<file path="config.mk">
export PLATFORM = sky130hd
export DESIGN_NAME = hpc_top
export DESIGN_NICKNAME = d
export VERILOG_FILES = /design/src/logic/hpc_pkg.sv /design/src/logic/hpc_top.sv
export SDC_FILE = /design/constraint.sdc
export NUM_CORES = 1
export LEC_CHECK = 0
export ABC_CLOCK_PERIOD_IN_PS = 6700
export BUFFER_PORTS_ARGS = -buffer_cell sky130_fd_sc_hd__buf_2
export CAP_MARGIN = 40
export CORE_MARGIN = 2
export CORE_UTILIZATION = 55
export CTS_BUF_LIST = sky130_fd_sc_hd__clkbuf_8
export DETAILED_ROUTE_END_ITERATION = 10
export GPL_TIMING_DRIVEN = 1
export HOLD_SLACK_MARGIN = 0.06
export PLACE_DENSITY_LB_ADDON = 0.3
export SYNTH_ARGS = -nofsm -noshare
export SYNTH_HDL_FRONTEND = slang
export SYNTH_SLANG_ARGS = --single-unit
</file>
<file path="constraint.sdc">
create_clock -name ref_clk_i -period 6.7 [get_ports ref_clk_i]
set_input_delay 1.34 -clock ref_clk_i [delete_from_list [all_inputs] [get_ports ref_clk_i]]
set_output_delay 1.34 -clock ref_clk_i [all_outputs]
set_load 0.05 [all_outputs]
</file>
<file path="src/logic/hpc_pkg.sv">
// package for the dual slot hot-plug power controller
package hpc_pkg;
	// timing
	localparam int unsigned CLK_HZ        = 10_000_000;
	localparam int unsigned POR_TIME_US   = 250;
	localparam int unsigned POR_CYCLES    = (POR_TIME_US * (CLK_HZ / 1_000_000));
	localparam int unsigned DUR_TIME_US   = 5000;
	localparam int unsigned DUR_CYCLES    = (DUR_TIME_US * (CLK_HZ / 1_000_000));
	localparam int unsigned CNT_W         = 16;

	// register offsets (byte addresses)
	localparam logic [7:0] REG_CTRL_A     = 8'h00;
	localparam logic [7:0] REG_CTRL_B     = 8'h04;
	localparam logic [7:0] REG_STAT_A     = 8'h08;
	localparam logic [7:0] REG_STAT_B     = 8'h0c;
	localparam logic [7:0] REG_COMMON     = 8'h10;

	// control fields
	localparam int unsigned CTL_MAIN_BIT  = 0;
	localparam int unsigned CTL_AUX_BIT   = 1;
	// status fault fields
	localparam int unsigned ST_OC_MAIN    = 0;
	localparam int unsigned ST_OC_AUX     = 1;
	localparam int unsigned ST_OT         = 2;
	localparam int unsigned ST_UV         = 3;
	localparam int unsigned ST_W          = 4;
	// common register fields
	localparam int unsigned CM_INT_EN     = 0;
	localparam int unsigned CM_BUS_CTRL   = 1;
	localparam int unsigned CM_GPI_LSB    = 2;
	localparam int unsigned CM_STBY       = 4;

	localparam logic [7:0] CTRL_RST       = 8'h00;

	typedef enum logic [1:0]
	{
		HPC_OFF     = 2'b00,
		HPC_ON      = 2'b01,
		HPC_REG     = 2'b11,
		HPC_TRIPPED = 2'b10
	} hpc_main_st_t;

	// analog status inputs per slot
	typedef struct packed
	{
		logic uv_main;
		logic ot;
		logic oc_main;
		logic woc_main;
		logic oc_aux;
		logic out_ok;
	} hpc_sense_t;

	typedef struct packed
	{
		hpc_main_st_t       main_st;
		logic               aux_on;
		logic               aux_tripped;
		logic [CNT_W-1:0]   main_dur;
		logic [CNT_W-1:0]   aux_dur;
		logic [ST_W-1:0]    fault;
		logic [7:0]         ctrl;
		logic               main_en_q;
		logic               aux_en_q;
	} hpc_slot_t;
endpackage : hpc_pkg

</file>
<file path="src/logic/hpc_top.sv">
// dual slot hot-plug power sequencing logic with register port
`timescale 1ns/1ps
//
// Summary of operation
// RULE_01 - por completes after 250 us valid standby
// RULE_02 - por clears all internal registers
// RULE_03 - standby dropout restarts power-on reset
// RULE_04 - outputs off, bus blocked during por
// RULE_05 - fault low on oc, ot, uv
// RULE_06 - fault released when enable deasserted
// RULE_07 - severe overcurrent trips main immediately
// RULE_08 - duration timeout trips main or aux
// RULE_09 - host uses only one control interface
// RULE_10 - non-power registers stay accessible under pins
// RULE_11 - bus reports faults and input pins
// RULE_12 - aux enable turns aux switch on
// RULE_13 - standby when main supply absent or low
// RULE_14 - aux independent of main, works in standby
// RULE_15 - main enabled entering standby raises fault
// RULE_16 - main undervoltage raises interrupt if enabled
// RULE_17 - gates idle high/low, driven when enabled
// RULE_18 - block under lockout, power-good on outputs
// RULE_19 - bus inactive when strapped disabled
// RULE_20 - writing one to fault bit clears interrupt
// RULE_21 - changing control enable bits clears fault
// RULE_22 - per-slot logic replicated, shared bus, interrupt
module hpc_top
	import hpc_pkg::*;
#(
	parameter int unsigned POR_CNT = POR_CYCLES,
	parameter int unsigned DUR_CNT = DUR_CYCLES
)
(
	input  wire logic             ref_clk_i,
	input  wire logic             srst_i,
	input  wire logic             stby_valid_i,
	input  wire logic             mains_present_i,
	input  wire logic [1:0]       main_enable_i,
	input  wire logic [1:0]       aux_enable_in_i,
	input  wire logic [1:0]       general_input_pin_i,
	input  wire logic             bus_strap_disable_i,
	input  wire hpc_sense_t [1:0] sense_i,
	input  wire logic [7:0]       addr_i,
	input  wire logic [7:0]       wdata_i,
	input  wire logic             wr_i,
	input  wire logic             rd_i,
	output logic [7:0]            rdata_o,
	output logic [1:0]            gate_drive_12v_on_o,
	output logic [1:0]            gate_drive_3v3_on_o,
	output logic [1:0]            aux_output_on_o,
	output logic [1:0]            fault_n_o,
	output logic [1:0]            power_good_out_o,
	output logic                  int_n_o,
	output logic                  por_busy_o
);

	typedef struct packed
	{
		logic [1:0]         stby_s1;
		logic [1:0]         stby_s2;
		logic [1:0]         mains_s1;
		logic [1:0]         mains_s2;
		logic [7:0]         pins_s1;
		logic [7:0]         pins_s2;
		logic [CNT_W-1:0]   por_cnt;
		logic               por_done;
		logic [7:0]         common;
		logic [7:0]         rdata;
		logic               int_flag;
		hpc_slot_t [1:0]    slot;
	} hpc_state_t;

	hpc_state_t state_reg;
	hpc_state_t state_next;

	logic              stby_ok;
	logic              standby;
	logic              bus_ok;
	logic              bus_ctrl;
	logic [1:0]        pin_main;
	logic [1:0]        pin_aux;
	logic [1:0]        general_input_pin;
	logic [1:0]        strap;

	assign stby_ok  = state_reg.stby_s2[0];
	assign standby  = ~state_reg.mains_s2[0];
	assign pin_main = state_reg.pins_s2[1:0];
	assign pin_aux  = state_reg.pins_s2[3:2];
	assign general_input_pin      = state_reg.pins_s2[5:4];
	assign strap    = state_reg.pins_s2[7:6];
	assign bus_ok   = state_reg.por_done & ~strap[0];                        // [RULE_04] [RULE_19]
	assign bus_ctrl = state_reg.common[CM_BUS_CTRL];

	// ----------------------------------------------------------------
	// next-state logic
	// ----------------------------------------------------------------
	always_comb
	begin
		logic [1:0] main_req;
		logic [1:0] aux_req;
		logic       wr_ok;
		logic       any_uv;
		main_req   = '0;
		aux_req    = '0;
		wr_ok      = wr_i & bus_ok;
		any_uv     = 1'b0;
		state_next = state_reg;

		state_next.stby_s1  = {1'b0, stby_valid_i};
		state_next.stby_s2  = state_reg.stby_s1;
		state_next.mains_s1 = {1'b0, mains_present_i};
		state_next.mains_s2 = state_reg.mains_s1;
		state_next.pins_s1  = {1'b0, bus_strap_disable_i, general_input_pin_i,
			aux_enable_in_i, main_enable_i};
		state_next.pins_s2  = state_reg.pins_s1;

		// power-on reset: counts valid standby, restarts on any dropout
		if (!stby_ok)
		begin
			state_next          = '0;                                        // [RULE_02] [RULE_03]
			state_next.stby_s1  = {1'b0, stby_valid_i};
			state_next.stby_s2  = state_reg.stby_s1;
		end
		else if (!state_reg.por_done)
		begin
			if (state_reg.por_cnt >= CNT_W'(POR_CNT - 1))
			begin
				state_next.por_done = 1'b1;                                  // [RULE_01]
			end
			else
			begin
				state_next.por_cnt = state_reg.por_cnt + CNT_W'(1);
			end
		end
		else
		begin
			// register read, one cycle latency; unmapped reads zero
			state_next.rdata = '0;
			if (rd_i && bus_ok)
			begin
				unique case (addr_i)
					REG_CTRL_A:  state_next.rdata = state_reg.slot[0].ctrl;
					REG_CTRL_B:  state_next.rdata = state_reg.slot[1].ctrl;
					REG_STAT_A:  state_next.rdata = {4'h0, state_reg.slot[0].fault}; // [RULE_11]
					REG_STAT_B:  state_next.rdata = {4'h0, state_reg.slot[1].fault};
					REG_COMMON:  state_next.rdata = {state_reg.common[7:5], standby,
						general_input_pin, state_reg.common[1:0]};
					default:     state_next.rdata = '0;
				endcase
			end
			if (wr_ok && addr_i == REG_COMMON)
			begin
				state_next.common[1:0] = wdata_i[1:0];                       // [RULE_10]
			end

			for (int s = 0; s < 2; s++)                                      // [RULE_22]
			begin
				logic [ST_W-1:0] set_f;
				logic [ST_W-1:0] clr_f;
				logic            ctrl_wr;
				set_f   = '0;
				clr_f   = '0;
				ctrl_wr = 1'b0;
				// power-control writes honoured only in bus control mode
				if (wr_ok && bus_ctrl && addr_i == (s == 0 ? REG_CTRL_A : REG_CTRL_B))
				begin
					ctrl_wr = 1'b1;                                          // [RULE_09]
					state_next.slot[s].ctrl = {6'h00, wdata_i[1:0]};
					if (wdata_i[1:0] != state_reg.slot[s].ctrl[1:0])
					begin
						clr_f = '1;                                          // [RULE_21]
					end
				end
				if (wr_ok && addr_i == (s == 0 ? REG_STAT_A : REG_STAT_B))
				begin
					clr_f = clr_f | wdata_i[ST_W-1:0];                       // [RULE_20]
				end
				main_req[s] = bus_ctrl ? state_reg.slot[s].ctrl[CTL_MAIN_BIT] : pin_main[s];
				aux_req[s]  = bus_ctrl ? state_reg.slot[s].ctrl[CTL_AUX_BIT] : pin_aux[s];
				state_next.slot[s].main_en_q = main_req[s];
				state_next.slot[s].aux_en_q  = aux_req[s];

				// main path
				unique case (state_reg.slot[s].main_st)
					HPC_OFF:
					begin
						if (main_req[s] && !standby && !sense_i[s].uv_main) // [RULE_18]
						begin
							state_next.slot[s].main_st = HPC_ON;
						end
					end
					HPC_ON, HPC_REG:
					begin
						if (!main_req[s])
						begin
							state_next.slot[s].main_st = HPC_OFF;
						end
						else if (sense_i[s].woc_main || sense_i[s].ot)
						begin
							state_next.slot[s].main_st = HPC_TRIPPED;        // [RULE_07]
							set_f[ST_OC_MAIN]          = sense_i[s].woc_main;
						end
						else if (standby || sense_i[s].uv_main)
						begin
							state_next.slot[s].main_st = HPC_TRIPPED;        // [RULE_13] [RULE_15]
						end
						else if (sense_i[s].oc_main)
						begin
							state_next.slot[s].main_st = HPC_REG;
							state_next.slot[s].main_dur = state_reg.slot[s].main_dur
								+ CNT_W'(1);
							if (state_reg.slot[s].main_dur >= CNT_W'(DUR_CNT - 1))
							begin
								state_next.slot[s].main_st = HPC_TRIPPED;    // [RULE_08]
								set_f[ST_OC_MAIN]          = 1'b1;
							end
						end
						else
						begin
							state_next.slot[s].main_st  = HPC_ON;
							state_next.slot[s].main_dur = '0;
						end
					end
					HPC_TRIPPED:
					begin
						state_next.slot[s].main_dur = '0;
						if (!main_req[s] || ctrl_wr)
						begin
							state_next.slot[s].main_st = HPC_OFF;            // [RULE_06]
						end
					end
				endcase

				// aux path keeps running in standby
				if (!aux_req[s] || (ctrl_wr && clr_f != '0))
				begin
					state_next.slot[s].aux_on      = 1'b0;                   // [RULE_14]
					state_next.slot[s].aux_tripped = 1'b0;
					state_next.slot[s].aux_dur     = '0;
				end
				else if (!state_reg.slot[s].aux_tripped)
				begin
					state_next.slot[s].aux_on = 1'b1;                        // [RULE_12]
					if (sense_i[s].oc_aux)
					begin
						state_next.slot[s].aux_dur = state_reg.slot[s].aux_dur + CNT_W'(1);
						if (state_reg.slot[s].aux_dur >= CNT_W'(DUR_CNT - 1))
						begin
							state_next.slot[s].aux_on      = 1'b0;           // [RULE_08]
							state_next.slot[s].aux_tripped = 1'b1;
							set_f[ST_OC_AUX]               = 1'b1;
						end
					end
					else
					begin
						state_next.slot[s].aux_dur = '0;
					end
				end

				set_f[ST_OT] = sense_i[s].ot;
				// losing the mains with main still requested counts as undervoltage
				set_f[ST_UV] = (sense_i[s].uv_main | standby) & main_req[s]; // [RULE_15]
				// a fault raised in the clearing cycle survives
				state_next.slot[s].fault = (state_reg.slot[s].fault & ~clr_f) | set_f;
				if (!main_req[s] && !aux_req[s] && !bus_ctrl)
				begin
					state_next.slot[s].fault = '0;                           // [RULE_06]
				end
				any_uv = any_uv | set_f[ST_UV];
			end

			if (any_uv && state_reg.common[CM_INT_EN])
			begin
				state_next.int_flag = 1'b1;                                  // [RULE_16]
			end
			else if ((state_reg.slot[0].fault | state_reg.slot[1].fault) == '0)
			begin
				state_next.int_flag = 1'b0;                                  // [RULE_20]
			end
		end
	end

	// ----------------------------------------------------------------
	// state register
	// ----------------------------------------------------------------
	always_ff @(posedge ref_clk_i)
	begin
		if (srst_i)
		begin
			state_reg <= '0;
		end
		else
		begin
			state_reg <= state_next;
		end
	end

	// ----------------------------------------------------------------
	// outputs
	// ----------------------------------------------------------------
	genvar g;
	generate
		for (g = 0; g < 2; g++)
		begin : g_slot
			logic main_on;
			assign main_on = state_reg.por_done &&
				(state_reg.slot[g].main_st == HPC_ON || state_reg.slot[g].main_st == HPC_REG);
			assign gate_drive_12v_on_o[g] = main_on;                         // [RULE_17] [RULE_04]
			assign gate_drive_3v3_on_o[g] = main_on;                         // [RULE_17]
			assign aux_output_on_o[g]     = state_reg.por_done & state_reg.slot[g].aux_on;
			assign fault_n_o[g]           = ~(state_reg.slot[g].fault != '0);  // [RULE_05]
			assign power_good_out_o[g]    = main_on & sense_i[g].out_ok;     // [RULE_18]
		end
	endgenerate

	assign rdata_o    = state_reg.rdata;
	assign int_n_o    = ~state_reg.int_flag;
	assign por_busy_o = ~state_reg.por_done;

	// ----------------------------------------------------------------
	// assertions
	// ----------------------------------------------------------------
	logic main_req_q0;
	assign main_req_q0 = bus_ctrl ? state_reg.slot[0].ctrl[CTL_MAIN_BIT] : pin_main[0];
endmodule : hpc_top

</file>
==> impl_summary.txt <==
----------------------------------------------------
[Outcome]
  Result of the run ... completed

[Clock tree]
  Clock transition at path regs ... around 0.07 ns
  H-tree depth ... 4
  Longest Clk Path Bufs ... 2
  Hold-fix buffers at CTS ... 0
  Number of clock buffers inserted by TritonCTS ... 17
  CTS root buffer ... sky130_fd_sc_hd__clkbuf_8
  TritonCTS clock tree ... done
  Post-cts sizing count ... 0
  Clock sink count ... approximately 130
  Number of post-CTS setup repair buffers ... 0
  Clock latency of the later-clocked register in the worst-skew pair ... about 0.46 ns

[Route]
  Remaining DRCs ... 0
  First-iteration detailed-routing DRC count ... 485
  Vias post-DR ... 6077
  Count of nets left with antenna violations after detail routing ... 0
  Total length of routed wires ... between 15 and 20 mm
  Routed via count divided by cell count ... approximately 6.3
  Number of detailed-route iterations in the first pass ... 5
  Average wire per standard cell ... about 16 um

[Yosys]
  Cell type with the highest aggregate area in the netlist ... sky130_fd_sc_hd__dfxtp_1
  #FFs+latches synth ... 127
  Count of cell types in the netlist ... just over 70
  Ys Warns ... 0
  Most instantiated flip-flop cell in the synthesis netlist ... sky130_fd_sc_hd__dfxtp_1
  Average cell area after synthesis ... approximately 8.4 um^2
  Post-synthesis instance area ... 6480 um^2
  Ranking of synthesized cells by instance count ... sky130_fd_sc_hd__dfxtp_1 (127), sky130_fd_sc_hd__nand2_1 (71), sky130_fd_sc_hd__nor2_1 (52), sky130_fd_sc_hd__a21oi_1 (50), sky130_fd_sc_hd__nand3_1 (48)
  Sequential element share of the synthesized area ... 0.392
  Most area-consuming cells after synthesis ... sky130_fd_sc_hd__dfxtp_1 (39%), sky130_fd_sc_hd__nand2_1 (4.1%), sky130_fd_sc_hd__a21oi_1 (3.9%)
  Synth async-reset ratio ... 0
  Portion of synthesized cell area occupied by the leading cell type ... 0.392
  Most common cell in the netlist ... sky130_fd_sc_hd__dfxtp_1
  Cells after Synth ... between 700 and 800
  EDFF count, synth ... 0

[STA]
  Setup repair after global routing missed its margin ... no
  Worst clock skew ... 0.0135 ns
  Min Tclk post-route ... approximately 3.4 ns
  Number of hold violations in the final report ... 0
  Peak clock frequency supported by timing ... just under 0.3 GHz
  Slew Viols, Final ... 0
  Total Neg Setup Slack ... 0 ns
  Final WS setup ... about 3.3 ns
  Transition time of the tightest slew-check pin ... 0.906 ns
  Number of setup violations in the final report ... 0
  Share of the clock period used by the worst path ... 0.501
  Worst relative slew slack ... 0.391

[Finish]
  Antenna Cells ... 0
  Synth-to-layout area growth ... 10.2%
  Number of flip-flops in the largest register ... between 100 and 150
  Final-stage net count ... 858
  Utilization after layout ... 0.622
  Count of placed standard cells in the final layout, fillers left out ... about 970
  Share of layout cells above drive strength 1 ... 0.141
  Final non-filler cell area ... roughly 7000 um^2

[Floorplanning]
  Chip Width ... between 100 and 150 um
  Std cell rows ... 39
  Initial standard-cell utilization of the core ... 0.565
  I/O Pins ... ~60
  Die Area ... 12700 um^2
  Core Footprint ... 11500 um^2
  Die boundary height ... about 110 um

[Power and ir drop]
  Leakage Power ... roughly 2.4 nW
  Pwr/cell area ... ~200 nW/um^2
  Max VDD drop ... roughly 190 uV

[Setup path]
  Max Fanout on Critical Path ... between 40 and 50
  Critical path cell sequence ... buf_4 > inv_1 > buf_4 > nor2_1 > buf_2
  Maximum single-stage delay on the critical path ... roughly 0.41 ns
  Cell repeated most along the worst path ... sky130_fd_sc_hd__buf_4
  Kind of end point of the critical path ... output port
  Arrival @ worst endpoint ... around 2 ns
  Category of the worst setup path launch point ... register
  Library cell contributing the largest single delay on the critical path ... sky130_fd_sc_hd__buf_4
  Crit path kind ... reg2out
  Required arrival time at the worst endpoint ... about 5.4 ns

[GRT]
  Wire length of the first global-routing pass ... between 20 and 30 mm
  Number of antenna violations at the first check in global routing ... 0
  Largest net degree at the start of global routing ... between 40 and 50
  Final global-route overflow total ... 0
  Total track usage ... 0.249
  Vias in the first global route ... around 5600

[Placed design]
  Cell area after placement ... slightly below 7000 um^2
  Post-Place Worst Slack ... ~3 ns
  Detailed placement HPWL ... between 10 and 15 mm
  GP Congestion ... 0.870
  Inst Count DP ... roughly 940
  PortBufs ... 53

[Job]
  Number of violations of the max-capacitance limit ... 0

[Hold path]
  Type of the tightest min-delay check ... reg2reg

----------------------------------------------------
## stage by stage
step | total power, mW | hold slack [ns]
after floorplan | 0.798 | 0.406
after global placement | 0.815 | 0.413
after detailed placement | 0.817 | 0.413
after CTS | 1.41 | 0.431
after global routing | 1.45 | 0.445
final | 1.40 | 0.429
## final timing paths
path | from | endpoint | slack, ns | cells after the start
max | state_reg[117] | gate_drive_12v_on_o[0] | 3.35 | 5
min | state_reg[143] | pin_main[1] | 0.43 | 1
max reg2reg | state_reg[117] | state_reg[29] | 3.82 | 7
min reg2reg | state_reg[143] | pin_main[1] | 0.43 | 1
## area by class of cell
class                      instances  area, um^2
fill                             989        4330
tap                              143         179
sequential                       127        2540
multi-input combinational        582        3640
clock inverter                    14         121
inverter                          21        78.8
timing repair buffer              63         340
clock buffer                      17         234
## critical path, delay by kind of cell, from the launching register on
family	cells	cell delay (ns)
DFF	1	0.36
and+or+nand+nor	1	0.17
buffers and inverters	4	1.01
## cell usage in the layout, fill, tap and decap left out, types with 5 or more instances in the layout
| cell type | count |
|---|---|
| sky130_fd_sc_hd__a211oi_1 | 9 |
| sky130_fd_sc_hd__a21oi_1 | 50 |
| sky130_fd_sc_hd__a22oi_1 | 5 |
| sky130_fd_sc_hd__a31oi_1 | 31 |
| sky130_fd_sc_hd__a41oi_1 | 7 |
| sky130_fd_sc_hd__and2_1 | 28 |
| sky130_fd_sc_hd__and3_1 | 19 |
| sky130_fd_sc_hd__buf_2 | 53 |
| sky130_fd_sc_hd__buf_4 | 10 |
| sky130_fd_sc_hd__clkbuf_8 | 17 |
| sky130_fd_sc_hd__clkinvlp_4 | 6 |
| sky130_fd_sc_hd__dfxtp_1 | 127 |
| sky130_fd_sc_hd__ha_1 | 5 |
| sky130_fd_sc_hd__inv_1 | 21 |
| sky130_fd_sc_hd__mux2_2 | 5 |
| sky130_fd_sc_hd__mux2i_1 | 23 |
| sky130_fd_sc_hd__nand2_1 | 71 |
| sky130_fd_sc_hd__nand2b_1 | 12 |
| sky130_fd_sc_hd__nand3_1 | 48 |
| sky130_fd_sc_hd__nand4_1 | 18 |
| sky130_fd_sc_hd__nor2_1 | 52 |
| sky130_fd_sc_hd__nor3_1 | 24 |
| sky130_fd_sc_hd__nor4_1 | 15 |
| sky130_fd_sc_hd__o21ai_0 | 29 |
| sky130_fd_sc_hd__o31ai_1 | 8 |
| sky130_fd_sc_hd__or3_1 | 11 |
| sky130_fd_sc_hd__or4_1 | 9 |
| sky130_fd_sc_hd__xnor2_1 | 12 |
| sky130_fd_sc_hd__xor2_1 | 9 |
## routing by layer
metal	up-vias	global-route usage	share of wire
met5	-	0	0
met4	0	0.111	0.022
met3	34	0.0562	0.058
met2	218	0.408	0.48
met1	2881	0.313	0.44
li1	2944	-	-
## kinds of logic (layout without fill, tap and decap cells)
family | Yosys count | in the layout | share of synthesized area
adders and majority gates | 5 | 5 | 0.00965
muxes | 30 | 30 | 0.0512
xor gates and xnor gates | 21 | 21 | 0.0284
DFF | 127 | 127 | 0.392
buffers and inverters | 68 | 115 | 0.0471
AOI/OAI and AO/OA | 184 | 184 | 0.188
and+or+nand+nor | 339 | 339 | 0.282
other | 1 | 3 | 0.000579
## report_power, final
| part | internal [mW] | leakage (nW) | switching, mW |
|---|---|---|---|
| Combinational | 0.0151 | 1.16 | 0.0282 |
| Sequential | 0.756 | 1.02 | 0.000495 |
| Clock | 0.288 | 0.166 | 0.317 |
| Total | 1.06 | 2.35 | 0.345 |
No activity file was read; power rests on OpenSTA's default activity.
